===== src/hdl/wdog_defs.svh =====
// watchdog register map, field positions, reset values and timing counts
//=============================================================
`ifndef WDOG_DEFS_SVH
`define WDOG_DEFS_SVH
//=============================================================
// register offsets
`define ADDR_CLOCK_SPEED  8'h8e
`define ADDR_DOG_CONTROL  8'hd8
`define ADDR_IRQ_ENABLE   8'he8
`define ADDR_TIMED_ACCESS 8'hc7
//=============================================================
// field positions
`define SEL_HI_BIT   7
`define SEL_LO_BIT   6
`define WARN_BIT     3
`define OCCURRED_BIT 2
`define ENABLE_BIT   1
`define RESTART_BIT  0
`define EARLY_WARNING_IRQ_ENABLE_BIT     4
//=============================================================
// reset values
`define CLOCK_SPEED_RST 8'h00
`define IRQ_ENABLE_RST  8'h00
`define CTRL_HI_RST     4'h0
//=============================================================
// timed access and timing counts
`define TA_FIRST      8'haa
`define TA_SECOND     8'h55
`define TA_WINDOW     2'h3
`define DLY_LAST      9'h1ff
`define INTERVAL_0    27'h0020000
`define INTERVAL_1    27'h0100000
`define INTERVAL_2    27'h0800000
`define INTERVAL_3    27'h4000000
`endif


===== src/hdl/wdog_pkg.sv =====
// watchdog types
package wdog_pkg;
  //=============================================================
  // operating phase, one-hot
  typedef enum logic [2:0] {
    st_off   = 3'b001,
    st_count = 3'b010,
    st_warn  = 3'b100
  } dog_state_t;
  //=============================================================
  // special-function register access
  typedef struct packed {
    logic [7:0] addr;
    logic [7:0] wdata;
    logic       wr;
    logic       rd;
  } sfr_req_t;
endpackage


===== src/hdl/watchdog_timer.sv =====
// watchdog timer with early warning interrupt and timed-access protection
`timescale 1ns/10ps
`include "wdog_defs.svh"
module watchdog_timer
  import wdog_pkg::*;
#(
  parameter logic [26:0] interval_0 = `INTERVAL_0,
  parameter logic [26:0] interval_1 = `INTERVAL_1,
  parameter logic [26:0] interval_2 = `INTERVAL_2,
  parameter logic [26:0] interval_3 = `INTERVAL_3
) (
  // clock and resets
  input  wire logic       clock,
  input  wire logic       srst,
  input  wire logic       core_rst,
  // special-function register bus
  input  wire sfr_req_t   sfr,
  output logic [7:0]      sfr_rdata,
  // processor side
  input  wire logic       idle_mode,
  output logic            dog_timeout_irq,
  output logic            idle_exit,
  output logic            dog_reset
);

  //=============================================================
  // register state
  logic [7:0]  clock_speed_control;
  logic [7:0]  extended_irq_enable;
  logic [3:0]  ctrl_hi;
  logic        early_warning_flag;
  logic        dog_reset_occurred_flag;
  logic        dog_enable_bit;
  logic [26:0] cnt;
  logic [8:0]  dly;
  logic [26:0] limit;
  logic        ta_armed;
  logic [1:0]  ta_window;
  dog_state_t  state;
  dog_state_t  next_state;

  //=============================================================
  // decode
  logic wr_ck;
  logic wr_wd;
  logic wr_ie;
  logic wr_ta;
  logic ta_ok;
  logic restart_ok;
  logic expire;
  logic [1:0] sel;

  assign wr_ck = sfr.wr && (sfr.addr == `ADDR_CLOCK_SPEED);
  assign wr_wd = sfr.wr && (sfr.addr == `ADDR_DOG_CONTROL);
  assign wr_ie = sfr.wr && (sfr.addr == `ADDR_IRQ_ENABLE);
  assign wr_ta = sfr.wr && (sfr.addr == `ADDR_TIMED_ACCESS);
  assign ta_ok = ta_window != 2'h0;
  assign restart_ok = wr_wd && ta_ok && sfr.wdata[`RESTART_BIT];
  assign sel = {clock_speed_control[`SEL_HI_BIT], clock_speed_control[`SEL_LO_BIT]};

  //=============================================================
  // interval select
  // interval per code
  always_comb begin
    case (sel)
      2'b00:   limit = interval_0;
      2'b01:   limit = interval_1;
      2'b10:   limit = interval_2;
      default: limit = interval_3;
    endcase
  end

  assign expire = (state == st_count) && (cnt >= limit - 27'h1);

  //=============================================================
  // timed access window
  // two-write unlock
  always_ff @(posedge clock) begin
    if (srst || core_rst) begin
      ta_armed <= 1'b0;
    end else if (sfr.wr) begin
      ta_armed <= wr_ta && (sfr.wdata == `TA_FIRST);
    end
  end

  always_ff @(posedge clock) begin
    if (srst || core_rst) begin
      ta_window <= 2'h0;
    end else if (wr_ta && ta_armed && (sfr.wdata == `TA_SECOND)) begin
      ta_window <= `TA_WINDOW;
    end else if (wr_wd) begin
      ta_window <= 2'h0;
    end else if (ta_ok) begin
      ta_window <= ta_window - 2'h1;
    end
  end

  //=============================================================
  // plain registers
  always_ff @(posedge clock) begin
    if (srst || core_rst) begin
      clock_speed_control <= `CLOCK_SPEED_RST;
    end else if (wr_ck) begin
      clock_speed_control <= sfr.wdata;
    end
  end

  always_ff @(posedge clock) begin
    if (srst || core_rst) begin
      extended_irq_enable <= `IRQ_ENABLE_RST;
    end else if (wr_ie) begin
      extended_irq_enable <= sfr.wdata;
    end
  end

  always_ff @(posedge clock) begin
    if (srst || core_rst) begin
      ctrl_hi <= `CTRL_HI_RST;
    end else if (wr_wd) begin
      ctrl_hi <= sfr.wdata[7:4];
    end
  end

  //=============================================================
  // enable bit
  always_ff @(posedge clock) begin
    if (srst || core_rst || dog_reset) begin
      dog_enable_bit <= 1'b0;
    end else if (wr_wd && ta_ok) begin
      dog_enable_bit <= sfr.wdata[`ENABLE_BIT];
    end
  end

  //=============================================================
  // phase machine
  always_comb begin
    next_state = state;
    case (state)
      st_off: begin
        if (dog_enable_bit) begin
          next_state = st_count;
        end
      end
      st_count: begin
        if (!dog_enable_bit) begin
          next_state = st_off;
        end else if (expire && !restart_ok) begin
          next_state = st_warn;
        end
      end
      st_warn: begin
        if (!dog_enable_bit || dog_reset) begin
          next_state = st_off;
        end else if (restart_ok) begin
          next_state = st_count;
        end else if (dly == `DLY_LAST) begin
          next_state = st_off;
        end
      end
      default: next_state = st_off;
    endcase
  end

  always_ff @(posedge clock) begin
    if (srst || core_rst) begin
      state <= st_off;
    end else begin
      state <= next_state;
    end
  end

  //=============================================================
  // interval counter
  always_ff @(posedge clock) begin
    if (srst || core_rst || dog_reset || !dog_enable_bit) begin
      cnt <= 27'h0;
    end else if (restart_ok) begin
      cnt <= 27'h0;
    end else if (state == st_count && !expire) begin
      cnt <= cnt + 27'h1;
    end
  end

  always_ff @(posedge clock) begin
    if (srst || core_rst || state != st_warn || restart_ok) begin
      dly <= 9'h0;
    end else begin
      dly <= dly + 9'h1;
    end
  end

  always_ff @(posedge clock) begin
    if (srst || core_rst || dog_reset) begin
      dog_reset <= 1'b0;
    end else begin
      dog_reset <= (state == st_warn) && dog_enable_bit && !restart_ok
                   && (dly == `DLY_LAST);
    end
  end

  //=============================================================
  // status flags, set wins over clear
  always_ff @(posedge clock) begin
    if (srst || core_rst) begin
      early_warning_flag <= 1'b0;
    end else if (expire && !restart_ok) begin
      early_warning_flag <= 1'b1;
    end else if (wr_wd && ta_ok) begin
      early_warning_flag <= sfr.wdata[`WARN_BIT];
    end
  end

  always_ff @(posedge clock) begin
    if (srst) begin
      dog_reset_occurred_flag <= 1'b0;
    end else if (dog_reset) begin
      dog_reset_occurred_flag <= 1'b1;
    end else if (wr_wd && !core_rst && !sfr.wdata[`OCCURRED_BIT]) begin
      dog_reset_occurred_flag <= 1'b0;
    end
  end

  //=============================================================
  // interrupt and idle exit
  // enable gate
  assign dog_timeout_irq = early_warning_flag && extended_irq_enable[`EARLY_WARNING_IRQ_ENABLE_BIT];
  assign idle_exit = idle_mode && dog_timeout_irq;

  //=============================================================
  // read path
  always_ff @(posedge clock) begin
    if (srst) begin
      sfr_rdata <= 8'h00;
    end else if (sfr.rd) begin
      case (sfr.addr)
        `ADDR_CLOCK_SPEED: sfr_rdata <= clock_speed_control;
        `ADDR_IRQ_ENABLE:  sfr_rdata <= extended_irq_enable;
        `ADDR_DOG_CONTROL: sfr_rdata <= {ctrl_hi, early_warning_flag,
                                         dog_reset_occurred_flag, dog_enable_bit, 1'b0};
        default:           sfr_rdata <= 8'h00;
      endcase
    end
  end
endmodule


===== config.mk =====
export PLATFORM = sky130hd
export DESIGN_NAME = watchdog_timer
export DESIGN_NICKNAME = d
export VERILOG_FILES = /design/src/hdl/wdog_pkg.sv /design/src/hdl/watchdog_timer.sv
export VERILOG_INCLUDE_DIRS = /design/src /design/src/hdl
export SDC_FILE = /design/constraint.sdc
export NUM_CORES = 1
export LEC_CHECK = 0
export ABC_CLOCK_PERIOD_IN_PS = 2400
export CORE_MARGIN = 8
export CORE_UTILIZATION = 39
export DETAILED_ROUTE_END_ITERATION = 10
export DONT_BUFFER_PORTS = 1
export PLACE_DENSITY = 0.57
export SLEW_MARGIN = 20
export SYNTH_ARGS = -nofsm -noshare
export SYNTH_HDL_FRONTEND = slang
export SYNTH_SLANG_ARGS = --single-unit

===== constraint.sdc =====
create_clock -name clock -period 2.4 [get_ports clock]
set_input_delay 0.24 -clock clock [delete_from_list [all_inputs] [get_ports clock]]
set_output_delay 0.24 -clock clock [all_outputs]
set_load 0.005 [all_outputs]

# Yosys cells after proc, flatten, opt, wreduce, memory -nomap -nowiden
# Cells that the tools add are included.
# totals
ff_bits,74
inputBits,22
output_inout_bits,11
elab_cells,87
# op_classes
add_sub_neg,4
order_cmp,1
n_eq_ne,16
muxes,16
n_reduce_logical,37
# ops
op,count
case mux 27 bit (3 select lines),1
"== test 8 bit, second input constant",5
"adder 27 x 1 -> 27 bit, second input constant",1
greater-or-equal comparator 27 bit,1
"subtractor 27 x 1 -> 27 bit, second input constant",1
case mux 8 bit (3 select lines),1
logical AND 1 bit,19
two-way mux 3 bit,6
"adder 9 x 1 -> 9 bit, second input constant",1
"== test 9 bit, second input constant",1
case mux 3 bit (3 select lines),1
"== test 8 x 7 -> 1 bit, second input constant",1
logical OR 1 bit,6
two-way mux 2 bit,3
nonzero test 2 bit,3
zero test 1 bit,5
two-way mux 1 bit,4
"!= test 4 bit, second input constant",1
"== test 3 x 1 -> 1 bit, second input constant",1
"== test 3 x 2 -> 1 bit, second input constant",1
"== test 3 bit, second input constant",1
"!= test 3 x 2 -> 1 bit, second input constant",1
"!= test 3 bit, second input constant",1
AND reduction 3 bit,1
7 further kinds,7

# Depth between registers and ports, before layout
# Gate-level depths: netlist of run 1.
# logic_depth
word_depth,9
depth_mapped,10
ltp_nobuf,9

# Least setup slack after synthesis of run 1
# No wires, ideal clock.
# synth_timing
path_type,register to register
from,register clock_speed_control[7]
to,register cnt[19]
setup_ns,0.070
t_arrival_ns,2.403
t_required_ns,2.330
path_slack_ns,-0.074
path_stages_with_launch,10
n_path_buf,1
period_less_slack_ns,2.474
path_cell_list,dfxtp_1 > inv_1 > ha_1 > a21oi_1 > a31oi_1 > or3_1 > clkbuf_1 > or4b_4 > or3_1 > a21oi_1
# synth_via
elab_chain_cells,7
elab_cells_between_ends,9
classes_between,1 x add/sub; 1 x order compare; 2 x eq/ne; 1 x mux; 4 x reduce/logical
# synth_lines
item,line_no,source
start: declaration,watchdog_timer.sv:28,logic [7:0] clock_speed_control;
start signal: assignment,watchdog_timer.sv:102,clock_speed_control <= `CLOCK_SPEED_RST;
start signal: assignment,watchdog_timer.sv:104,clock_speed_control <= sfr.wdata;
"== test 2 bit, or another cell as far along",watchdog_timer.sv:65,case (sel)
case mux 27 bit (3 select lines) *,watchdog_timer.sv:65,
subtractor 27 x 1 -> 27 bit *,watchdog_timer.sv:73,assign expire = (state == st_count) && (cnt >= limit - 27'h1);
greater-or-equal comparator 27 bit *,watchdog_timer.sv:73,
logical AND 1 bit *,watchdog_timer.sv:73,
zero test 1 bit *,watchdog_timer.sv:179,end else if (state == st_count && !expire) begin
logical AND 1 bit *,watchdog_timer.sv:179,
end signal: assignment,watchdog_timer.sv:180,cnt <= cnt + 27'h1;
end: declaration,watchdog_timer.sv:34,logic [26:0] cnt;
# Mark *: on every way between the ends. The rest lies on a longest branch, timed or not.
# A chain may end at the register's enable or synchronous reset.

# Worst setup path after layout of run 1
# layout_timing
from,register clock_speed_control[7]
to,register cnt[21]
# Same word-level chain as after synthesis.

==> results of run 1 <==
==> worst paths after layout <==
path	end	cells past startpoint
worst max-delay path	cnt[21]	8
worst max register to register	cnt[21]	8
worst min-delay path	clock_speed_control[7]	2
worst min register to register	dly[0]	1
==> metrics by stage <==
step	util (%)	area [µm²]	hold WS, ns
3_3_place_gp	43.38	4028	0.3159
5_1_grt	47.39	4399	0.02247
4_1_cts	46.46	4313	0.01190
3_5_place_dp	43.38	4028	0.3181
2_1_floorplan	-	3754	0.3642
6_report	47.39	4399	0.02310
==> flip-flops by register name, summed over array words and instances (netlist names) <==
name and count:
dog_reset 1, clock_speed_control 8, state 3, dog_enable_bit 1
early_warning_flag 1, dly 9, sfr_rdata 8, ctrl_hi 4
dog_reset_occurred_flag 1, extended_irq_enable 8, ta_window 2, cnt 27
ta_armed 1
==> metal layers <==
layer  routed length (µm)  global-route usage (%)  up-vias
li1                     -                       -     1717
met1                 4240                   17.87     1631
met2                 4409                   24.50       84
met3                  593                   4.385       10
met4                  129                   5.501        0
met5                    0                       0        -
==> cells in the final DEF (no fill, tap or decap), types with 3 or more instances in the layout <==
cell and instances:
nand4_1 11, or4_1 12, and2_1 4, clkbuf_8 10, nand3_1 40, a21oi_2 8
xor2_1 3, nand2_1 52, nor2b_1 4, ha_1 6, inv_1 11, buf_4 24
a222oi_1 7, nor3b_1 4, o21ai_0 11, a2bb2oi_1 5, o31ai_1 14, dfxtp_1 72
o211ai_1 3, a21oi_1 43, xnor2_1 4, mux2i_1 6, nor3_1 4, or3_1 10
and3_1 5, ha_4 7, nor2_1 38
==> final cells by class <==
cell class / instances / area share, %
Timing Repair Buffer: 27 / 5.233
Clock buffer: 11 / 3.214
Inverter: 12 / 1.081
Clock inverter: 5 / 0.8532
Multi-Input combinational cell: 347 / 52.16
Tap cell: 129 / 3.669
Sequential cell: 74 / 33.79
==> cell families (layout without fill, tap and decap cells) <==
kind of cell	count (synthesis)	in the layout	synth area share, %
compound gates	100	100	16.74
simple gates	218	218	31.55
flops	74	74	39.65
mux	6	6	1.608
fa+ha+maj	15	15	4.923
buf+inv	34	55	3.784
other cells	1	1	0.1004
xor+xnor	7	7	1.641
==> power by group through the flow <==
stage                     Clock [mW]  Combinational, mW  Sequential, mW
final                          0.904             0.0304            1.23
after global routing           0.969             0.0334            1.23
after CTS                      0.931             0.0301            1.23
after detailed placement           0             0.0261            1.26
after global placement             0             0.0258            1.26
after floorplan                    0             0.0283            1.26
==> timing repair <==
action                     CTS  global route
setup endpoints to repair    8            20
setup buffers                0             3
gates resized for setup     16            16
pin swaps                    3             7
hold buffers                 1             0
hold endpoints to repair     9             0
==> qor.yml, run 1 <==
power_and_ir_drop:
  p_per_area_nw_per_um2: 491.4
  p_sw_share_pct: 23.85
  power_frac_comb_pct: 1.4
  p_total_mw: 2.162
  ir_drop_mv: 0.3300
  power_frac_seq_pct: 56.8
  pwr-share-clk_pct: 41.8
  p_sw_mw: 0.5156
  leakage_nw: 1.358
  p_int_mw: 1.646
critical_path:
  crit_path_end_kind: "flip-flop"
  crit_path_cell_trace: "inv_4, ha_4, a21oi_2, a31oi_2, or3_4, or4b_4, or3_1, a21oi_1"
  cpMaxStageDelayCell: "or4b_4"
  worst-path-max-fanout: 8
  rr_startpoint: "clock_speed_control[7]"
  critical_path_required_ns: 2.68
  arrival_ns: 2.76
  rrSetupSlack_ns: -0.08
  start_kind: "flip-flop"
  critPathBufInv: 1
  cp_top_family: "simple AND/OR/NAND/NOR gates"
  critPathKind: "reg -> reg"
  setup.worst_path.start: "clock_speed_control[7]"
  cpPeakStageDelay_ns: 0.53
synth:
  synth.top_cells.by_area: "dfxtp_1 (40%), a21oi_1 (6.7%), nand3_1 (5.5%), nand2_1 (5.4%), ha_1 (4.4%)"
  synth_fp_nets: 490
  synthCells: 455
  syn_area_um2: 3736
  ys_ff_latch: 74
  seq_area_frac_synth_pct: 39.65
  synth_edf_count: 0
  yosys.cell_types.count: 53
  ys_top_cells_by_count: "dfxtp_1 (74), nand2_1 (54), a21oi_1 (50)"
  synth_top_cell_by_area: "dfxtp_1"
  ys.flop_type: "dfxtp_1"
  synth_top_cell_area_share_pct: 39.65
  async_reset_ff_share_pct: 0
  syn_area_per_cell_um2: 8.211
  yosysMostFrequentCell: "dfxtp_1"
  yosys_warnings: 0
final_layout:
  drive_above_1_share_pct: 17.65
  nets: 506
  multi_input_area_um2: 2295
  diodes: 0
  ff_latch_area_um2: 1486
  syn_to_final_growth_pct: 17.75
  fillerInstances: 937
  final_cells: 605
grt:
  grt-ovfl-total: 0
  grt_pass1_vias: 3304
  grt_max_degree: 27
  grt_pass1_wl_um: 15790
  grt_use_total_pct: 14.87
  antenna_found_initial: 0
floorplan:
  start_util_pct: 40.24
  dieArea_um2: 12970
  num_io_pins: 33
  die-width_um: 113.9
  rows: 35
  core_um2: 9284
  die_y_um: 113.9
timing:
  slew_headroom_pct: 46.21
  fin_crit_ns: 2.481
  fin_setup_tns_ns: -0.2749
  finalCritPeriodShare_pct: 103.4
  tightestPinTransition_ns: 0.8001
  setup_viol: 5
  setup_ws_ns: -0.08132
  finClkSkew_ns: 0.01193
  hold_viol_final: 0
  fmax_mhz: 403.0
  final-max-slew-violation-count: 0
  rsz0062_at_grt: "true"
clock_network:
  cts_buffers: 9
  clk_path_buf_depth: 2
  cts_tree: "done"
  insertion_delay_ns: 0.35
  cts.clk_slew.worst_paths_ns: 0.08
  clock_sinks: 74
  h-tree-depth: 3
  clockRootBuffer: "clkbuf_8"
routing:
  drcViolationCount: 0
  detail-route-antenna-nets: 0
  first_pass_iters: 5
  wl_um: 9373
  wl_per_cell_um: 15.49
  viasPerCell: 5.689
  drt_iter0_markers: 174
  vias: 3442
flow_run:
  maxCapViolCount: 0
placement:
  port_buffers: 0
  place_hpwl_um: 6634
  dpl.cell_count: 586
  place_ws_ns: -0.09202
  globalplace.congestion: 0.8349
status:
  status: "finished, violations left"
  violations: "setup timing"
hold_path:
  hold_start: "sfr[9]"
  min_path_type: "in -> reg"
(Power assumes the default switching activity.)
==> run 2: changes to the inputs <==
ABC_CLOCK_PERIOD_IN_PS = 2300   (was 2400)
CAP_MARGIN = 25   (was not set)
CORE_UTILIZATION = 63   (was 39)
PLACE_DENSITY = 0.81   (was 0.57)
clock period = 2.3 ns   (was 2.4 ns; I/O delays follow)
==> run 2 against run 1 <==
  * The flow still finishes with violations (setup timing)
  * Flip-flop and latch count did not move
  * Register-to-register slack worse by 0.19 ns
  * Sequential share of layout area decreased by 1.6 points
  * Largest power group unchanged
  * Cell count down 5.6%
  * Sequential power up 4%
  * Die area fell by 33%
  * Clock-buffer cell count decreased by 1
  * Hold slack worse by 0.014 ns
  * Critical endpoint unchanged
  * Non-clock buffer count increased by 19
  * Utilization is 32 points higher
  * Via count is 8.9% higher
  * Global-route usage up 7.9 points
==> qor.yml, run 2 (same netlist as run 1, synthesis figures left out) <==
timing:
  slew_headroom_pct: 62.91
  rsz0062_at_grt: "true"
  fmax_mhz: 388.7
  setup_ws_ns: -0.2725
  final-max-slew-violation-count: 0
  fin_crit_ns: 2.573
  tightestPinTransition_ns: 0.5540
  fin_setup_tns_ns: -2.746
  finClkSkew_ns: 0.006624
  hold_viol_final: 0
  finalCritPeriodShare_pct: 111.8
  setup_viol: 23
floorplan:
  core_um2: 5816
  rows: 28
  dieArea_um2: 8651
  die_y_um: 93.01
  die-width_um: 93.01
  num_io_pins: 33
  start_util_pct: 64.24
critical_path:
  ff2ff_path_depth: 8
  start_kind: "flip-flop"
  critPathKind: "reg -> reg"
  worst-path-max-fanout: 8
  rrSetupSlack_ns: -0.27
  arrival_ns: 2.87
  critical_path_required_ns: 2.60
  rr_startpoint: "clock_speed_control[7]"
  r2r-end: "cnt[21]"
  crit_path_end_kind: "flip-flop"
grt:
  antenna_found_initial: 0
  grt_pass1_wl_um: 15990
  grt_use_total_pct: 22.76
  grt-ovfl-total: 0
  grt_pass1_vias: 3450
  grt_max_degree: 27
power_and_ir_drop:
  ir_drop_mv: 0.5621
  leakage_nw: 1.474
  p_per_area_nw_per_um2: 508.9
  p_total_mw: 2.353
clock_network:
  cts.clk_slew.worst_paths_ns: 0.09
  clk_path_buf_depth: 2
  insertion_delay_ns: 0.36
  cts_tree: "done"
  clock_sinks: 74
  h-tree-depth: 3
  cts_buffers: 9
  clockRootBuffer: "clkbuf_8"
final_layout:
  final_cells: 571
  diodes: 0
  nets: 526
  reg_top3: "cnt x27, dly x9"
  syn_to_final_growth_pct: 23.78
  final_util_pct: 79.52
  largest-register: "cnt"
  fillerInstances: 377
  ff_latch_area_um2: 1486
  mostFrequentLayoutCells: "dfxtp_1 (72), nand2_1 (53), a21oi_1 (44)"
  largest_reg_flops: 27
  multi_input_area_um2: 2391
  final_common_cell: "dfxtp_1"
  drive_above_1_share_pct: 21.77
hold_path:
  hold_start: "sfr[6]"
  whs_path_depth: 2
  min_path_type: "in -> reg"
  min_to: "extended_irq_enable[4]"
status:
  violations: "setup timing"
  status: "finished, violations left"
routing:
  vias: 3748
  wl_per_cell_um: 18.16
  drcViolationCount: 0
  viasPerCell: 6.564
  detail-route-antenna-nets: 0
  drt_iter0_markers: 327
  first_pass_iters: 5
  wl_um: 10370
placement:
  dpl.cell_count: 540
  place_hpwl_um: 6627
  globalplace.congestion: 0.8312
  port_buffers: 0
flow_run:
  maxCapViolCount: 0
==> run 2: changes by cell type in the layout (fill, tap and decap cells not counted), sizes merged <==
cell,change
a21oi,+1
clkinvlp,-1
buf,+15
clkinv,-1
inv,+3
dlygate4sd3,+3
==> run 2: repair_timing <==
| action | 4_1_cts | 5_1_grt |
|---|---|---|
| hold buffers | 4 | 0 |
| pin swaps | 14 | 19 |
| resized for setup | 13 | 29 |
| setup endpoints to repair | 19 | 24 |
| endpoints found under the hold margin | 14 | 0 |
| buffers inserted | 3 | 5 |
| cloned | 1 | 2 |
==> run 2: area by class of cell <==
type | count | area share, %
Multi-Input combinational cell | 348 | 51.70
Sequential cell | 74 | 32.14
Timing Repair Buffer | 46 | 8.712
Clock buffer | 10 | 3.220
Tap cell | 75 | 2.029
Clock inverter | 6 | 1.163
Inverter | 12 | 1.028
==> run 2: worst max path at each step <==
stage / startpoint / endpoint / slack (ns) / cells after the start
2_1_floorplan: clock_speed_control[7] / cnt[23] / -0.04 / 9
3_3_place_gp: clock_speed_control[7] / cnt[25] / -0.06 / 8
3_5_place_dp: clock_speed_control[7] / cnt[25] / -0.13 / 8
4_1_cts: clock_speed_control[7] / cnt[25] / -0.14 / 8
5_1_grt: clock_speed_control[7] / cnt[21] / -0.34 / 8
6_report: clock_speed_control[7] / cnt[21] / -0.27 / 8
==> run 2: per-stage QoR <==
stage | cell area (µm²) | hold WS [ns] | setup WS (ns)
2_1_floorplan | 3827 | 0.3542 | -0.04196
3_3_place_gp | 4068 | 0.3052 | -0.06141
3_5_place_dp | 4068 | 0.3056 | -0.1311
4_1_cts | 4389 | 0.001999 | -0.1390
5_1_grt | 4624 | 0.004398 | -0.3373
6_report | 4624 | 0.008921 | -0.2725
==> run 2: where the power goes <==
part / switching [mW] / internal [mW]
logic: 0.0215 / 0.0149
clock network: 0.558 / 0.478
registers: 0.000809 / 1.28
==> run 2: layer usage <==
metal | vias up | wire [µm] | share of wire (%) | global-route usage (%)
li1 | 1749 | - | - | -
met1 | 1789 | 4099 | 40 | 26.32
met2 | 177 | 5231 | 50 | 38.64
met3 | 33 | 737 | 7.1 | 5.769
met4 | 0 | 300 | 2.9 | 10.47
met5 | - | 0 | 0 | 0
==> run 2: worst max-delay path, cell delays in order (launching register included) <==
cell     delay, ns
dfxtp_4       0.41
inv_4         0.06
ha_4          0.23
a21oi_4       0.18
a31oi_4       0.11
or3_4         0.42
or4b_4        0.57
or3_1         0.37
a21oi_2       0.16
